--- src/common/spi_order_pkg.sv ---
// constants shared by both ends of the serial control link
// assumes a 25 MHz system clock on both ends
package spi_order_pkg;
	localparam int INSTR_BITS = 16;
	localparam int ADDR_BITS = 13;
	localparam int BYTE_BITS = 8;
	// instruction field positions
	localparam int RW_POS = 15;
	localparam int LEN_HI_POS = 14;
	localparam int LEN_LO_POS = 13;
	// configuration register holding the bit order flag
	localparam logic [12:0] CFG_ADDR = 13'h0000;
	localparam int LSB_FIRST_POS = 6;
	localparam logic [7:0] CFG_RESET = 8'h10;
	localparam logic [12:0] ADDR_LOW_END = 13'h0000;
	localparam logic [12:0] ADDR_HIGH_END = 13'h1fff;
	// serial clock timing
	localparam int SYS_PERIOD_NS = 40;
	localparam int SCLK_HALF_NS = 160;
	localparam int SCLK_HALF_CYC = (SCLK_HALF_NS + SYS_PERIOD_NS - 1) / SYS_PERIOD_NS;
	localparam logic [7:0] REG_DEFAULT = 8'h00;
endpackage

--- src/common/spi_order_if.sv ---
// four-wire serial link between host and device
// assumes the bench resolves nothing: all wires are one-way
`timescale 1ns/1ps
interface spi_order_if;
	logic sclk;
	logic cs_n;
	logic sdi;
	logic serial_data_output;
	logic sdo_oe;
	modport dev (input sclk, input cs_n, input sdi, output serial_data_output, output sdo_oe);
	modport host (output sclk, output cs_n, output sdi, input serial_data_output, input sdo_oe);
endinterface

--- src/rtl/spi_order_dev.sv ---
// device end: instruction decode, bit order, address stepping, register store
// assumes link pins are asynchronous to CLK_SYS and sclk is slow enough to oversample
//
// Function
// - msb first default, bit 6 selects lsb
// - order change applies at once
// - msb mode host sends msb first
// - msb mode host starts at top address
// - msb mode address decrements per byte
// - lsb mode host sends lsb first
// - lsb mode host starts at bottom address
// - lsb mode address increments per byte
// - unused addresses are not skipped
// - rw, length, 13-bit address instruction
// - length code selects one to four bytes; this end ignores it, chip select rise ends the frame
// - host drives address bits 12-7 zero
// - sample rising edge, drive falling edge
`timescale 1ns/1ps
module spi_order_dev #(
	parameter int DEPTH = 128
) (
	// system
	input wire logic CLK_SYS,
	input wire logic RSTN,
	// link
	spi_order_if.dev LINK,
	// status
	output logic LSB_FIRST,
	output logic WR_STROBE,
	output logic [12:0] WR_ADDR,
	output logic [7:0] WR_DATA
);
	typedef enum {ST_IDLE, ST_INSTR, ST_DATA} state_type;
	state_type state_ff;
	logic [2:0] sclk_sy_ff, cs_sy_ff;
	logic [1:0] sdi_sy_ff;
	logic [15:0] shift_ff;
	logic [4:0] cnt_ff;
	logic rw_ff;
	logic [12:0] addr_ff;
	logic [7:0] rd_ff;
	logic lsb_ff;
	logic sdo_ff;
	logic [7:0] mem [DEPTH];
	logic rise, fall, cs_act, sdi_s, last_bit;
	logic [15:0] nxt_shift;
	logic [7:0] byte_in;

	// two-flop synchronisers; edges judged on stages two and three only
	always_ff @(posedge CLK_SYS or negedge RSTN)
	begin
		if (!RSTN)
		begin
			sclk_sy_ff <= 3'h0;
			cs_sy_ff <= 3'h7;
			sdi_sy_ff <= 2'h0;
		end
		else
		begin
			sclk_sy_ff <= {sclk_sy_ff[1:0], LINK.sclk};
			cs_sy_ff <= {cs_sy_ff[1:0], LINK.cs_n};
			sdi_sy_ff <= {sdi_sy_ff[0], LINK.sdi};
		end
	end
	assign rise = sclk_sy_ff[1] & ~sclk_sy_ff[2];
	assign fall = ~sclk_sy_ff[1] & sclk_sy_ff[2];
	assign cs_act = ~cs_sy_ff[1];
	assign sdi_s = sdi_sy_ff[1];

	// shift toward the end the current order fills from
	always_comb
	begin
		if (lsb_ff)
			nxt_shift = {sdi_s, shift_ff[15:1]};
		else
			nxt_shift = {shift_ff[14:0], sdi_s};
		byte_in = lsb_ff ? nxt_shift[15:8] : nxt_shift[7:0];
		last_bit = (cnt_ff == 5'h07);
	end

	// frame sequencer; a frame ends only when chip select rises
	always_ff @(posedge CLK_SYS or negedge RSTN)
	begin
		if (!RSTN)
		begin
			state_ff <= ST_IDLE;
			shift_ff <= 16'h0000;
			cnt_ff <= 5'h00;
			rw_ff <= 1'b0;
			addr_ff <= 13'h0000;
		end
		else if (!cs_act)
		begin
			state_ff <= ST_IDLE;
			cnt_ff <= 5'h00;
		end
		else
		begin
			case (state_ff)
				ST_IDLE:
				begin
					state_ff <= ST_INSTR;
					cnt_ff <= 5'h00;
				end
				ST_INSTR:
				begin
					if (rise)
					begin
						shift_ff <= nxt_shift;
						if (cnt_ff == 5'h0f)
						begin
							// length field not needed: cs rise ends transfer
							rw_ff <= nxt_shift[spi_order_pkg::RW_POS];
							addr_ff <= nxt_shift[12:0];
							state_ff <= ST_DATA;
							cnt_ff <= 5'h00;
						end
						else
							cnt_ff <= cnt_ff + 5'h01;
					end
				end
				ST_DATA:
				begin
					if (rise)
					begin
						shift_ff <= nxt_shift;
						cnt_ff <= last_bit ? 5'h00 : cnt_ff + 5'h01;
						// no skipping of unused addresses
						if (last_bit && lsb_ff)
							addr_ff <= addr_ff + 13'h0001;
						else if (last_bit)
							addr_ff <= addr_ff - 13'h0001;
					end
				end
				default: state_ff <= ST_IDLE;
			endcase
		end
	end

	// register writes; config bit 6 changes the order without any update
	always_ff @(posedge CLK_SYS or negedge RSTN)
	begin
		if (!RSTN)
		begin
			lsb_ff <= spi_order_pkg::CFG_RESET[spi_order_pkg::LSB_FIRST_POS];
			WR_STROBE <= 1'b0;
			WR_ADDR <= 13'h0000;
			WR_DATA <= 8'h00;
		end
		else
		begin
			WR_STROBE <= 1'b0;
			if (cs_act && state_ff == ST_DATA && rise && last_bit && !rw_ff)
			begin
				WR_STROBE <= 1'b1;
				WR_ADDR <= addr_ff;
				WR_DATA <= byte_in;
				if (addr_ff == spi_order_pkg::CFG_ADDR)
					lsb_ff <= byte_in[spi_order_pkg::LSB_FIRST_POS];
			end
		end
	end

	// storage for the low address range; upper address bits are ignored
	always_ff @(posedge CLK_SYS)
	begin
		if (cs_act && state_ff == ST_DATA && rise && last_bit && !rw_ff)
			mem[addr_ff[6:0]] <= byte_in;
	end

	// read data: load a byte at each byte start, shift out on falling edges
	always_ff @(posedge CLK_SYS or negedge RSTN)
	begin
		if (!RSTN)
		begin
			rd_ff <= 8'h00;
			sdo_ff <= 1'b0;
		end
		else if (cs_act && state_ff == ST_DATA && rw_ff && fall)
		begin
			if (cnt_ff == 5'h00)
			begin
				rd_ff <= mem[addr_ff[6:0]];
				sdo_ff <= lsb_ff ? mem[addr_ff[6:0]][0] : mem[addr_ff[6:0]][7];
			end
			else
			begin
				sdo_ff <= lsb_ff ? rd_ff[cnt_ff[2:0]] : rd_ff[3'h7 - cnt_ff[2:0]];
			end
		end
	end

	// output drives only while a read frame is open
	assign LINK.serial_data_output = sdo_ff;
	assign LINK.sdo_oe = cs_act && state_ff == ST_DATA && rw_ff;
	assign LSB_FIRST = lsb_ff;
endmodule

--- src/flat_wrapper.sv ---
// flat-port wrapper written by rule: the top's interface ports become plain ports
module spi_order_dev_flat 
#(
	parameter int DEPTH = 128
)
  (CLK_SYS, RSTN, LSB_FIRST, WR_STROBE, WR_ADDR, WR_DATA, LINK_sclk, LINK_cs_n, LINK_sdi, LINK_serial_data_output, LINK_sdo_oe);
  spi_order_if LINK_i ();
  input wire logic CLK_SYS;
  input wire logic RSTN;
  output logic LSB_FIRST;
  output logic WR_STROBE;
  output logic [12:0] WR_ADDR;
  output logic [7:0] WR_DATA;
  input wire logic [$bits(LINK_i.sclk)-1:0] LINK_sclk;
  input wire logic [$bits(LINK_i.cs_n)-1:0] LINK_cs_n;
  input wire logic [$bits(LINK_i.sdi)-1:0] LINK_sdi;
  output wire logic [$bits(LINK_i.serial_data_output)-1:0] LINK_serial_data_output;
  output wire logic [$bits(LINK_i.sdo_oe)-1:0] LINK_sdo_oe;
  assign LINK_i.sclk = LINK_sclk;
  assign LINK_i.cs_n = LINK_cs_n;
  assign LINK_i.sdi = LINK_sdi;
  assign LINK_serial_data_output = LINK_i.serial_data_output;
  assign LINK_sdo_oe = LINK_i.sdo_oe;
  spi_order_dev #(.DEPTH(DEPTH)) u_core (.CLK_SYS(CLK_SYS), .RSTN(RSTN), .LINK(LINK_i), .LSB_FIRST(LSB_FIRST), .WR_STROBE(WR_STROBE), .WR_ADDR(WR_ADDR), .WR_DATA(WR_DATA));
endmodule
--- config.mk ---
export PLATFORM = sky130hd
export DESIGN_NAME = spi_order_dev_flat
export DESIGN_NICKNAME = d
export VERILOG_FILES = /design/src/common/spi_order_pkg.sv /design/src/common/spi_order_if.sv /design/src/rtl/spi_order_dev.sv /design/src/flat_wrapper.sv
export SDC_FILE = /design/constraint.sdc
export NUM_CORES = 1
export LEC_CHECK = 0
export ABC_CLOCK_PERIOD_IN_PS = 21600
export BUFFER_PORTS_ARGS = -buffer_cell sky130_fd_sc_hd__buf_2
export CAP_MARGIN = 5
export CORE_MARGIN = 4
export CORE_UTILIZATION = 48
export DETAILED_ROUTE_END_ITERATION = 8
export PLACE_DENSITY_LB_ADDON = 0.3
export SKIP_LAST_GASP = 1
export SYNTH_ARGS = -nofsm -noshare
export SYNTH_HDL_FRONTEND = slang
export SYNTH_SLANG_ARGS = --single-unit
--- constraint.sdc ---
create_clock -name CLK_SYS -period 21.6 [get_ports CLK_SYS]
set_clock_uncertainty 0.15 [all_clocks]
set_input_delay 2.16 -clock CLK_SYS [delete_from_list [all_inputs] [get_ports CLK_SYS]]
set_output_delay 2.16 -clock CLK_SYS [all_outputs]
set_load 0.02 [all_outputs]
==> out/metrics.csv, run 1 <==
metric,value,unit
worst supply voltage drop on vdd,0.1176,mV
cell occurring most often along the worst timing path,sky130_fd_sc_hd__buf_4,
number of global-route vias before repair,26070,
number of antenna violations at the first check in global routing,6,
delay of the slowest cell on the worst path,0.96,ns
Synthesis Warnings,0,
Tightest Hold Check Type,reg2reg,
Gate power share,0.299,
family of cells with the greatest summed delay on the critical path,simple AND/OR/NAND/NOR gates,
number of inserted filler cells in the final layout,6943,
wire length reported by the detailed router,135100,um
layout cells sized above 1,0.1432,
half-perimeter wire length of the detailed placement result,78350,um
transition at the pin with the smallest max-transition slack,1.470,ns
RSZ-0062 raised after global routing,false,
width of the die,308.1,um
portion of synthesized cell area occupied by the leading cell type,0.7114,
effective utilization at floorplan,0.4861,
number of buffer cells added on primary ports,29,
number of buffers and inverters on the critical path,2,
later-pin clock latency in the skew report,0.67,ns
num ports,30,
endpoint class of the critical path,flip-flop,
"Slew Viols, Final",0,
net switching component of the power,2.311,mW
relative max-transition margin,0.01634,
Tcrit/Tclk final,0.2366,
area after detailed placement,44440,um2
type of the worst setup path,reg2reg,
final std cells w/o fill,3905,
largest cells by area after synthesis,"sky130_fd_sc_hd__edfxtp_1 71%, sky130_fd_sc_hd__dfrtp_1 4.3%, sky130_fd_sc_hd__a22oi_1 3.2%",
highest fanout seen on the critical path,48,
via/cell ratio,6.941,
# hold bufs at CTS,0,
number of buffers inserted by post-CTS setup repair,0,
number of failing setup endpoints in the final timing report,0,
Worst-path clk slew,0.06,ns
initial detailed-routing violation count,4814,
DIE AREA,94910,um2
ordered cell list for the critical path,buf_4 > and3b_4 > buf_4 > nand2_2 > nor2_1,
accumulated negative setup slack,0,ns
"Arr. time, crit path",5.26,ns
Unique masters post-synth,83,
"Top FF cell, synth",sky130_fd_sc_hd__edfxtp_1,
layout net count,2670,
routability cong.,0.9403,
crit path max-delay cell type,sky130_fd_sc_hd__dfrtp_4,
TritonCTS clock tree,built,
Layout Area Growth over Synthesis,11.15,%
Clock Tree Root,sky130_fd_sc_hd__clkbuf_16,
Post-synth EDFFs,1024,
largest net degree at the start of global routing,130,
Pre-antenna DRT Iters,9,
remaining global-route overflow,0,
post-synthesis instance total,2634,
Post-Synthesis Net Count,2660,
placed cells,3700,
max cap viols,0,
post-cts resize count,0,
Async SR Flop Fraction,0.06909,
final hold violation count,0,
netlist area before placement,43220,um2
Leakage Power,15.16,nW
FP Rows,109,
TritonCTS Buffers,107,
proportion of power drawn by flip-flops and latches,0.407,
wire length of the first global-routing pass,191800,um
fraction of the yosys area taken by sequential cells,0.7555,
post-layout min period,5.110,ns
number of sinks driven by the clock tree,1100,
Critical Path Start Type,flip-flop,
Power Density,135.7,nW/um2
H-tree Lvls,3,
Core Footprint,88920,um2
number of remaining DRC errors,0,
flip-flop and latch count after synthesis,1100,
result of the run,completed,
Clock Path Buffers,3,
net switching share of the total power,0.3544,
finished layout cell area,48040,um2
Die Y,308.1,um
clock power share,0.294,
Total GRT Usage,0.2811,
via total after detailed routing,27110,
cell internal power dissipation,4.210,mW
routed wirelength normalized by instance count,34.61,um
number of nets with antenna violations after routing,0,
Crit path required time,21.75,ns
timing-limited maximum frequency,195.7,MHz
library cell occupying the most area in the post-synthesis netlist,sky130_fd_sc_hd__edfxtp_1,
Post-Synthesis Mean Instance Area,16.41,um2
[power groups by stage]
stage	registers (mW)	logic, mW	clock network, mW
2_1_floorplan	2.68	1.09	0
3_3_place_gp	2.70	1.87	0
3_5_place_dp	2.70	1.87	0
4_1_cts	2.65	1.88	1.93
5_1_grt	2.66	1.99	2.02
6_report	2.66	1.95	1.92
[per-layer routing]
layer  share of wire  wire length, um  up-vias  track usage
li1                -                -    10720            -
met2            0.44            59830     2440       0.4213
met3            0.14            18460      436      0.06379
met5               0                0        -            0
met4           0.054             7304        0       0.1333
met1            0.37            49540    13510       0.3942
[logic make-up after synthesis]
group                      Yosys count  synth area share
muxes                              160           0.04557
AOI/OAI and AO/OA                  691            0.1195
adders and majority gates           21          0.006253
and+or+nand+nor                    446           0.04678
buffers and inverters              206           0.02435
DFF                               1100            0.7555
xor gates and xnor gates            10          0.002026
[sequential cells by signal, indices dropped and copies added, names as in the netlist]
register and flops:
u_core.cs_sy_ff 2, u_core.WR_DATA 8, u_core.cnt_ff 5, u_core.addr_ff 13, u_core.WR_ADDR 13, u_core.LSB_FIRST 1
u_core.state_ff 2, u_core.mem 1024, u_core.LINK.serial_data_output 1, u_core.shift_ff 16, u_core.WR_STROBE 1, u_core.rd_ff 8
u_core.rw_ff 1, u_core.sclk_sy_ff 3, u_core.sdi_sy_ff 2
[worst register-to-register path: stages, from the launching register on]
cell	delay [ns]
sky130_fd_sc_hd__dfrtp_4	0.96
sky130_fd_sc_hd__buf_4	0.62
sky130_fd_sc_hd__and3b_4	0.88
sky130_fd_sc_hd__buf_4	0.59
sky130_fd_sc_hd__nand2_2	0.73
sky130_fd_sc_hd__nor2_1	0.81
[synth_stat cells, types with 11 or more instances]
| cell type | count |
|---|---|
| sky130_fd_sc_hd__a31oi_1 | 47 |
| sky130_fd_sc_hd__buf_4 | 20 |
| sky130_fd_sc_hd__o211ai_1 | 19 |
| sky130_fd_sc_hd__nand3_1 | 21 |
| sky130_fd_sc_hd__o21ai_0 | 57 |
| sky130_fd_sc_hd__a21oi_1 | 80 |
| sky130_fd_sc_hd__nor3_1 | 25 |
| sky130_fd_sc_hd__nor4_1 | 11 |
| sky130_fd_sc_hd__a211oi_1 | 13 |
| sky130_fd_sc_hd__a221oi_1 | 107 |
| sky130_fd_sc_hd__mux4_2 | 21 |
| sky130_fd_sc_hd__mux2_2 | 82 |
| sky130_fd_sc_hd__clkbuf_1 | 76 |
| sky130_fd_sc_hd__nor2_1 | 208 |
| sky130_fd_sc_hd__mux2i_1 | 55 |
| sky130_fd_sc_hd__inv_1 | 18 |
| sky130_fd_sc_hd__nor2b_1 | 18 |
| sky130_fd_sc_hd__ha_1 | 20 |
| sky130_fd_sc_hd__a221o_1 | 25 |
| sky130_fd_sc_hd__nand2_1 | 105 |
| sky130_fd_sc_hd__a22o_1 | 55 |
| sky130_fd_sc_hd__buf_2 | 67 |
| sky130_fd_sc_hd__a22oi_1 | 183 |
| sky130_fd_sc_hd__a21o_1 | 12 |
| sky130_fd_sc_hd__dfrtp_1 | 74 |
| sky130_fd_sc_hd__buf_6 | 16 |
| sky130_fd_sc_hd__edfxtp_1 | 1024 |
[worst paths after layout]
kind	startpoint	endpoint	cells after the start	slack, ns
max in group asynchronous	RSTN	u_core.addr_ff[2]	1	19.03
min in group asynchronous	RSTN	u_core.shift_ff[11]	1	1.50
setup reg to reg	u_core.addr_ff[2]	u_core.mem[118][3]	5	16.49
hold reg to reg	u_core.sclk_sy_ff[0]	u_core.sclk_sy_ff[1]	0	0.21
setup / recovery	u_core.addr_ff[2]	u_core.mem[118][3]	5	16.49
hold / removal	u_core.sclk_sy_ff[0]	u_core.sclk_sy_ff[1]	0	0.21
[cell type report]
type | instances | area (um2) | share of cell area
tap | 1165 | 1458 | 0.03034
sequential | 1100 | 32670 | 0.6800
antenna | 2 | 5.005 | 0.0001042
timing repair buffer | 86 | 588.1 | 0.01224
multi-input combinational | 1328 | 9647 | 0.2008
inverter | 21 | 78.83 | 0.001641
clock buffer | 132 | 2867 | 0.05967
clock inverter | 71 | 732.0 | 0.01524
[layout by cell type, fill, tap and decap left out, drive strengths merged, types with 6 or more instances in the layout]
cell / n
a22oi: 183
a221oi: 108
xnor2: 6
a221o: 25
nand3: 21
a41oi: 8
a22o: 55
a31oi: 47
and2: 6
a21o: 12
clkinv: 50
ha: 20
o21ai: 59
nor3: 26
a21oi: 80
mux4: 21
clkbuf: 132
o211ai: 19
buf: 86
bufinv: 14
mux2i: 55
o22ai: 10
nor2: 209
nand2b: 9
nor2b: 18
dfrtp: 74
nand4: 10
mux2: 84
o31ai: 10
inv: 23
edfxtp: 1024
o2bb2ai: 8
a211oi: 13
nand2: 105
nor4: 11
a222oi: 7
[stage by stage]
| stage | setup WS, ns | util | hold WS, ns | total power [mW] |
|---|---|---|---|---|
| after floorplan | 14.02 | - | 0.1812 | 3.772 |
| after global placement | 16.85 | 0.4997 | 0.1843 | 4.569 |
| after detailed placement | 16.72 | 0.4997 | 0.1949 | 4.572 |
| after CTS | 16.58 | 0.5402 | 0.2085 | 6.459 |
| after global routing | 16.29 | 0.5402 | 0.2097 | 6.668 |
| final | 16.49 | 0.5403 | 0.2053 | 6.521 |
Power figures use the tool's default switching activity.
==> run 2, diff against run 1 <==
--- a/config.mk
+++ b/config.mk
@@ -5,7 +5,8 @@
 export SDC_FILE = /design/constraint.sdc
 export NUM_CORES = 1
 export LEC_CHECK = 0
-export ABC_CLOCK_PERIOD_IN_PS = 21600
+export ABC_AREA = 1
+export ABC_CLOCK_PERIOD_IN_PS = 4170
 export BUFFER_PORTS_ARGS = -buffer_cell sky130_fd_sc_hd__buf_2
 export CAP_MARGIN = 5
 export CORE_MARGIN = 4
==> constraint.sdc (replaced) <==
create_clock -name CLK_SYS -period 4.17 [get_ports CLK_SYS]
set_clock_uncertainty 0.15 [all_clocks]
set_input_delay 0.417 -clock CLK_SYS [delete_from_list [all_inputs] [get_ports CLK_SYS]]
set_output_delay 0.417 -clock CLK_SYS [all_outputs]
set_load 0.02 [all_outputs]
==> out/metrics.csv, run 2 <==
metric,value,unit,change
wire length reported by the detailed router,123500,um,was 135100 um
number of buffer cells added on primary ports,29,,unchanged
total chip power,32.34,mW,was 6.521 mW
area after detailed placement,46670,um2,was 44440 um2
Post-synth EDFFs,1024,,unchanged
number of antenna diodes,0,,was 2
layout cells sized above 1,0.1101,,was 0.1432
Core Footprint,91660,um2,was 88920 um2
timing-limited maximum frequency,272.4,MHz,was 195.7 MHz
Top Usage Layer GRT,met2,,unchanged
XOR/XNOR Fraction of Synth Area,0.002171,,was 0.002026
number of global-route vias before repair,27310,,was 26.07k
FP Rows,111,,was 109
Worst-path clk slew,0.06,ns,about the same
Pre-antenna DRT Iters,6,,was 9
startpoint of the lowest-slack register-to-register path,u_core.addr_ff[0],,was u_core.addr_ff[2]
Leakage Power,18.56,nW,was 15.16 nW
routed wirelength normalized by instance count,24.40,um,was 34.61 um
R2R setup slack,0.50,ns,was 16.49 ns
most common library cell in the layout ignoring fill and taps,sky130_fd_sc_hd__edfxtp_1,,unchanged
post-cts resize count,0,,unchanged
post-layout min period,3.670,ns,was 5.110 ns
GR Util met2,0.3888,,was 0.4213
Die Y,312.0,um,was 308.1 um
endpoint class of the critical path,flip-flop,,unchanged
Tcrit/Tclk final,0.8802,,was 0.2366
"flip-flop count of the largest register, all copies and words added",1024,,unchanged
number of antenna violations at the first check in global routing,1,,was 6
GR Layer Usage met3,0.05086,,was 0.06379
Min-Delay Path Depth,0,,unchanged
worst supply voltage drop on vdd,0.4446,mV,was 0.1176 mV
complex-gate fraction of the synthesized area,0.05287,,was 0.1195
netlist area before placement,44370,um2,was 43220 um2
Tightest Hold Check Type,reg2reg,,unchanged
Unique masters post-synth,52,,was 83
largest family of logic cells by synthesized area,simple AND/OR/NAND/NOR gates,,was compound AO/OA/AOI/OAI gates
fraction of the yosys area taken by sequential cells,0.7360,,was 0.7555
layout net count,3812,,was 2670
num ports,30,,unchanged
Async SR Flop Fraction,0.06909,,unchanged
routability cong.,0.8899,,was 0.9403
met1 capacity usage during global routing,0.3489,,was 0.3942
R2R depth,12,,was 5
DIE AREA,97360,um2,was 94910 um2
top cells by instance count after synthesis,"1024 x sky130_fd_sc_hd__edfxtp_1, 986 x sky130_fd_sc_hd__nand2_1, 376 x sky130_fd_sc_hd__nor2_1, 294 x sky130_fd_sc_hd__inv_1, 141 x sky130_fd_sc_hd__nand3_1",,"was 1024 x sky130_fd_sc_hd__edfxtp_1, 208 x sky130_fd_sc_hd__nor2_1, 183 x sky130_fd_sc_hd__a22oi_1, 107 x sky130_fd_sc_hd__a221oi_1, 105 x sky130_fd_sc_hd__nand2_1"
"Slew Viols, Final",0,,unchanged
"Top FF cell, synth",sky130_fd_sc_hd__edfxtp_1,,unchanged
Synthesis Warnings,0,,unchanged
TritonCTS clock tree,built,,unchanged
half-perimeter wire length of the detailed placement result,76080,um,was 78350 um
Layout Area Growth over Synthesis,13.35,%,was 11.15%
highest fanout seen on the critical path,33,,was 48
"top library cells by usage in the layout, fill and taps aside","1024 x sky130_fd_sc_hd__edfxtp_1, 983 x sky130_fd_sc_hd__nand2_1, 374 x sky130_fd_sc_hd__nor2_1, 291 x sky130_fd_sc_hd__inv_1, 156 x sky130_fd_sc_hd__buf_4",,"was 1024 x sky130_fd_sc_hd__edfxtp_1, 207 x sky130_fd_sc_hd__nor2_1, 183 x sky130_fd_sc_hd__a22oi_1, 111 x sky130_fd_sc_hd__clkbuf_16, 107 x sky130_fd_sc_hd__a221oi_1"
startpoint of the most critical hold path,u_core.cs_sy_ff[0],,was u_core.sclk_sy_ff[0]
finished layout cell area,50290,um2,was 48040 um2
RSZ-0062 raised after global routing,false,,unchanged
type of the worst setup path,reg2reg,,unchanged
post-synthesis adder-cell area fraction,0.006091,,was 0.006253
endpoint of the worst register-to-register path,u_core.rd_ff[4],,was u_core.mem[118][3]
max cap viols,0,,unchanged
Total GRT Usage,0.2505,,was 0.2811
largest cells by area after synthesis,"sky130_fd_sc_hd__edfxtp_1 69%, sky130_fd_sc_hd__nand2_1 8.3%, sky130_fd_sc_hd__dfrtp_1 4.2%",,"was sky130_fd_sc_hd__edfxtp_1 71%, sky130_fd_sc_hd__dfrtp_1 4.3%, sky130_fd_sc_hd__a22oi_1 3.2%"
wire length of the first global-routing pass,180900,um,was 191800 um
later-pin clock latency in the skew report,0.69,ns,was 0.67 ns
Crit path required time,4.56,ns,was 21.75 ns
most frequent cell after synthesis,sky130_fd_sc_hd__edfxtp_1,,unchanged
remaining global-route overflow,0,,unchanged
accumulated negative setup slack,0,ns,unchanged
H-tree Lvls,3,,unchanged
number of remaining DRC errors,0,,unchanged
Clock Path Buffers,3,,unchanged
TritonCTS Buffers,108,,was 107
transition at the pin with the smallest max-transition slack,1.215,ns,was 1.470 ns
largest net degree at the start of global routing,97,,was 130
number of failing setup endpoints in the final timing report,0,,unchanged
relative max-transition margin,0.1868,,was 0.01634
simple-gate share of the synthesized area,0.1566,,was 0.04678
Clock Tree Root,sky130_fd_sc_hd__clkbuf_16,,unchanged
Worst Hold Endpoint,u_core.cs_sy_ff[1],,was u_core.sclk_sy_ff[1]
post-synthesis instance total,3629,,was 2634
final hold violation count,0,,unchanged
Post-Synthesis Net Count,3655,,was 2660
initial detailed-routing violation count,3923,,was 4814
result of the run,completed,,unchanged
"Arr. time, crit path",4.06,ns,was 5.26 ns
number of nets with antenna violations after routing,0,,unchanged
via/cell ratio,5.704,,was 6.941
effective utilization at floorplan,0.4840,,was 0.4861
library cell occupying the most area in the post-synthesis netlist,sky130_fd_sc_hd__edfxtp_1,,unchanged
multiplexer share of the synthesized area,0.0007332,,was 0.04557
via total after detailed routing,28890,,was 27.11k
flip-flop and latch count after synthesis,1100,,unchanged
Post-Synthesis Mean Instance Area,12.23,um2,was 16.41 um2
number of sinks driven by the clock tree,1100,,unchanged
portion of synthesized cell area occupied by the leading cell type,0.6930,,was 0.7114
Critical Path Start Type,flip-flop,,unchanged
final design utilization,0.5487,,was 0.5403
width of the die,312.0,um,was 308.1 um
Power Density,643.1,nW/um2,was 135.7 nW/um2
run 2: worst max path at each step:
stage	slack, ns	cells past startpoint	end	startpoint
final	0.50	12	u_core.rd_ff[4]	u_core.addr_ff[0]
after global routing	0.36	16	u_core.addr_ff[10]	u_core.cnt_ff[0]
after CTS	0.53	12	u_core.rd_ff[4]	u_core.addr_ff[0]
after detailed placement	0.62	12	u_core.rd_ff[4]	u_core.addr_ff[0]
after global placement	0.64	12	u_core.rd_ff[4]	u_core.addr_ff[0]
after floorplan	-0.92	3	u_core.mem[0][5]	u_core.LSB_FIRST
run 2: stage by stage:
step,hold slack (ns),std cells,setup slack (ns)
2_1_floorplan,-0.02859,3629,-0.9240
3_3_place_gp,0.1969,4858,0.6387
3_5_place_dp,0.1918,4858,0.6238
4_1_cts,0.1982,5064,0.5334
5_1_grt,0.2153,5064,0.3599
6_report,0.2098,5064,0.4996
run 2: logic make-up after synthesis:
kind of cell             count (synthesis)
buffers and inverters                  460
flip-flops                            1100
AO/OA/AOI/OAI                          366
AND/OR/NAND/NOR                       1668
adder cells (fa/ha/maj)                 21
multiplexers                             3
XOR/XNOR                                11
run 2: per-layer routing:
layer / up-vias / wire, um
li1: 12910 / -
met1: 14080 / 49380
met2: 1637 / 55640
met3: 260 / 13240
met4: 0 / 5282
met5: - / 0
run 2: layout make-up:
type / count / area (um2)
fill: 7488 / 41370
sequential: 1100 / 32660
multi-input combinational: 2069 / 9747
clock buffer: 132 / 2887
timing repair buffer: 204 / 1672
tap: 1186 / 1484
inverter: 303 / 1154
clock inverter: 70 / 691.9
run 2: where the power goes:
| part | internal [mW] | switching [mW] |
|---|---|---|
| registers | 13.4 | 0.217 |
| logic | 2.22 | 6.65 |
| clock network | 5.71 | 4.12 |
run 2: critical path, cell delays in order (launching register included):
cell                      delay [ns]
sky130_fd_sc_hd__dfrtp_4        0.72
sky130_fd_sc_hd__inv_4          0.30
sky130_fd_sc_hd__nand2_4        0.17
sky130_fd_sc_hd__inv_4          0.14
sky130_fd_sc_hd__buf_4          0.28
sky130_fd_sc_hd__nand2_1        0.12
sky130_fd_sc_hd__nand4_1        0.13
sky130_fd_sc_hd__o21ai_0        0.40
sky130_fd_sc_hd__nand2_1        0.14
sky130_fd_sc_hd__nor2_1         0.59
sky130_fd_sc_hd__nand2_1        0.10
sky130_fd_sc_hd__nor2_1         0.15
sky130_fd_sc_hd__a21oi_1        0.10
run 2: timing repair:
item	4_1_cts	5_1_grt
hold buffers	4	0
setup buffers	0	0
hold endpoints to repair	77	0
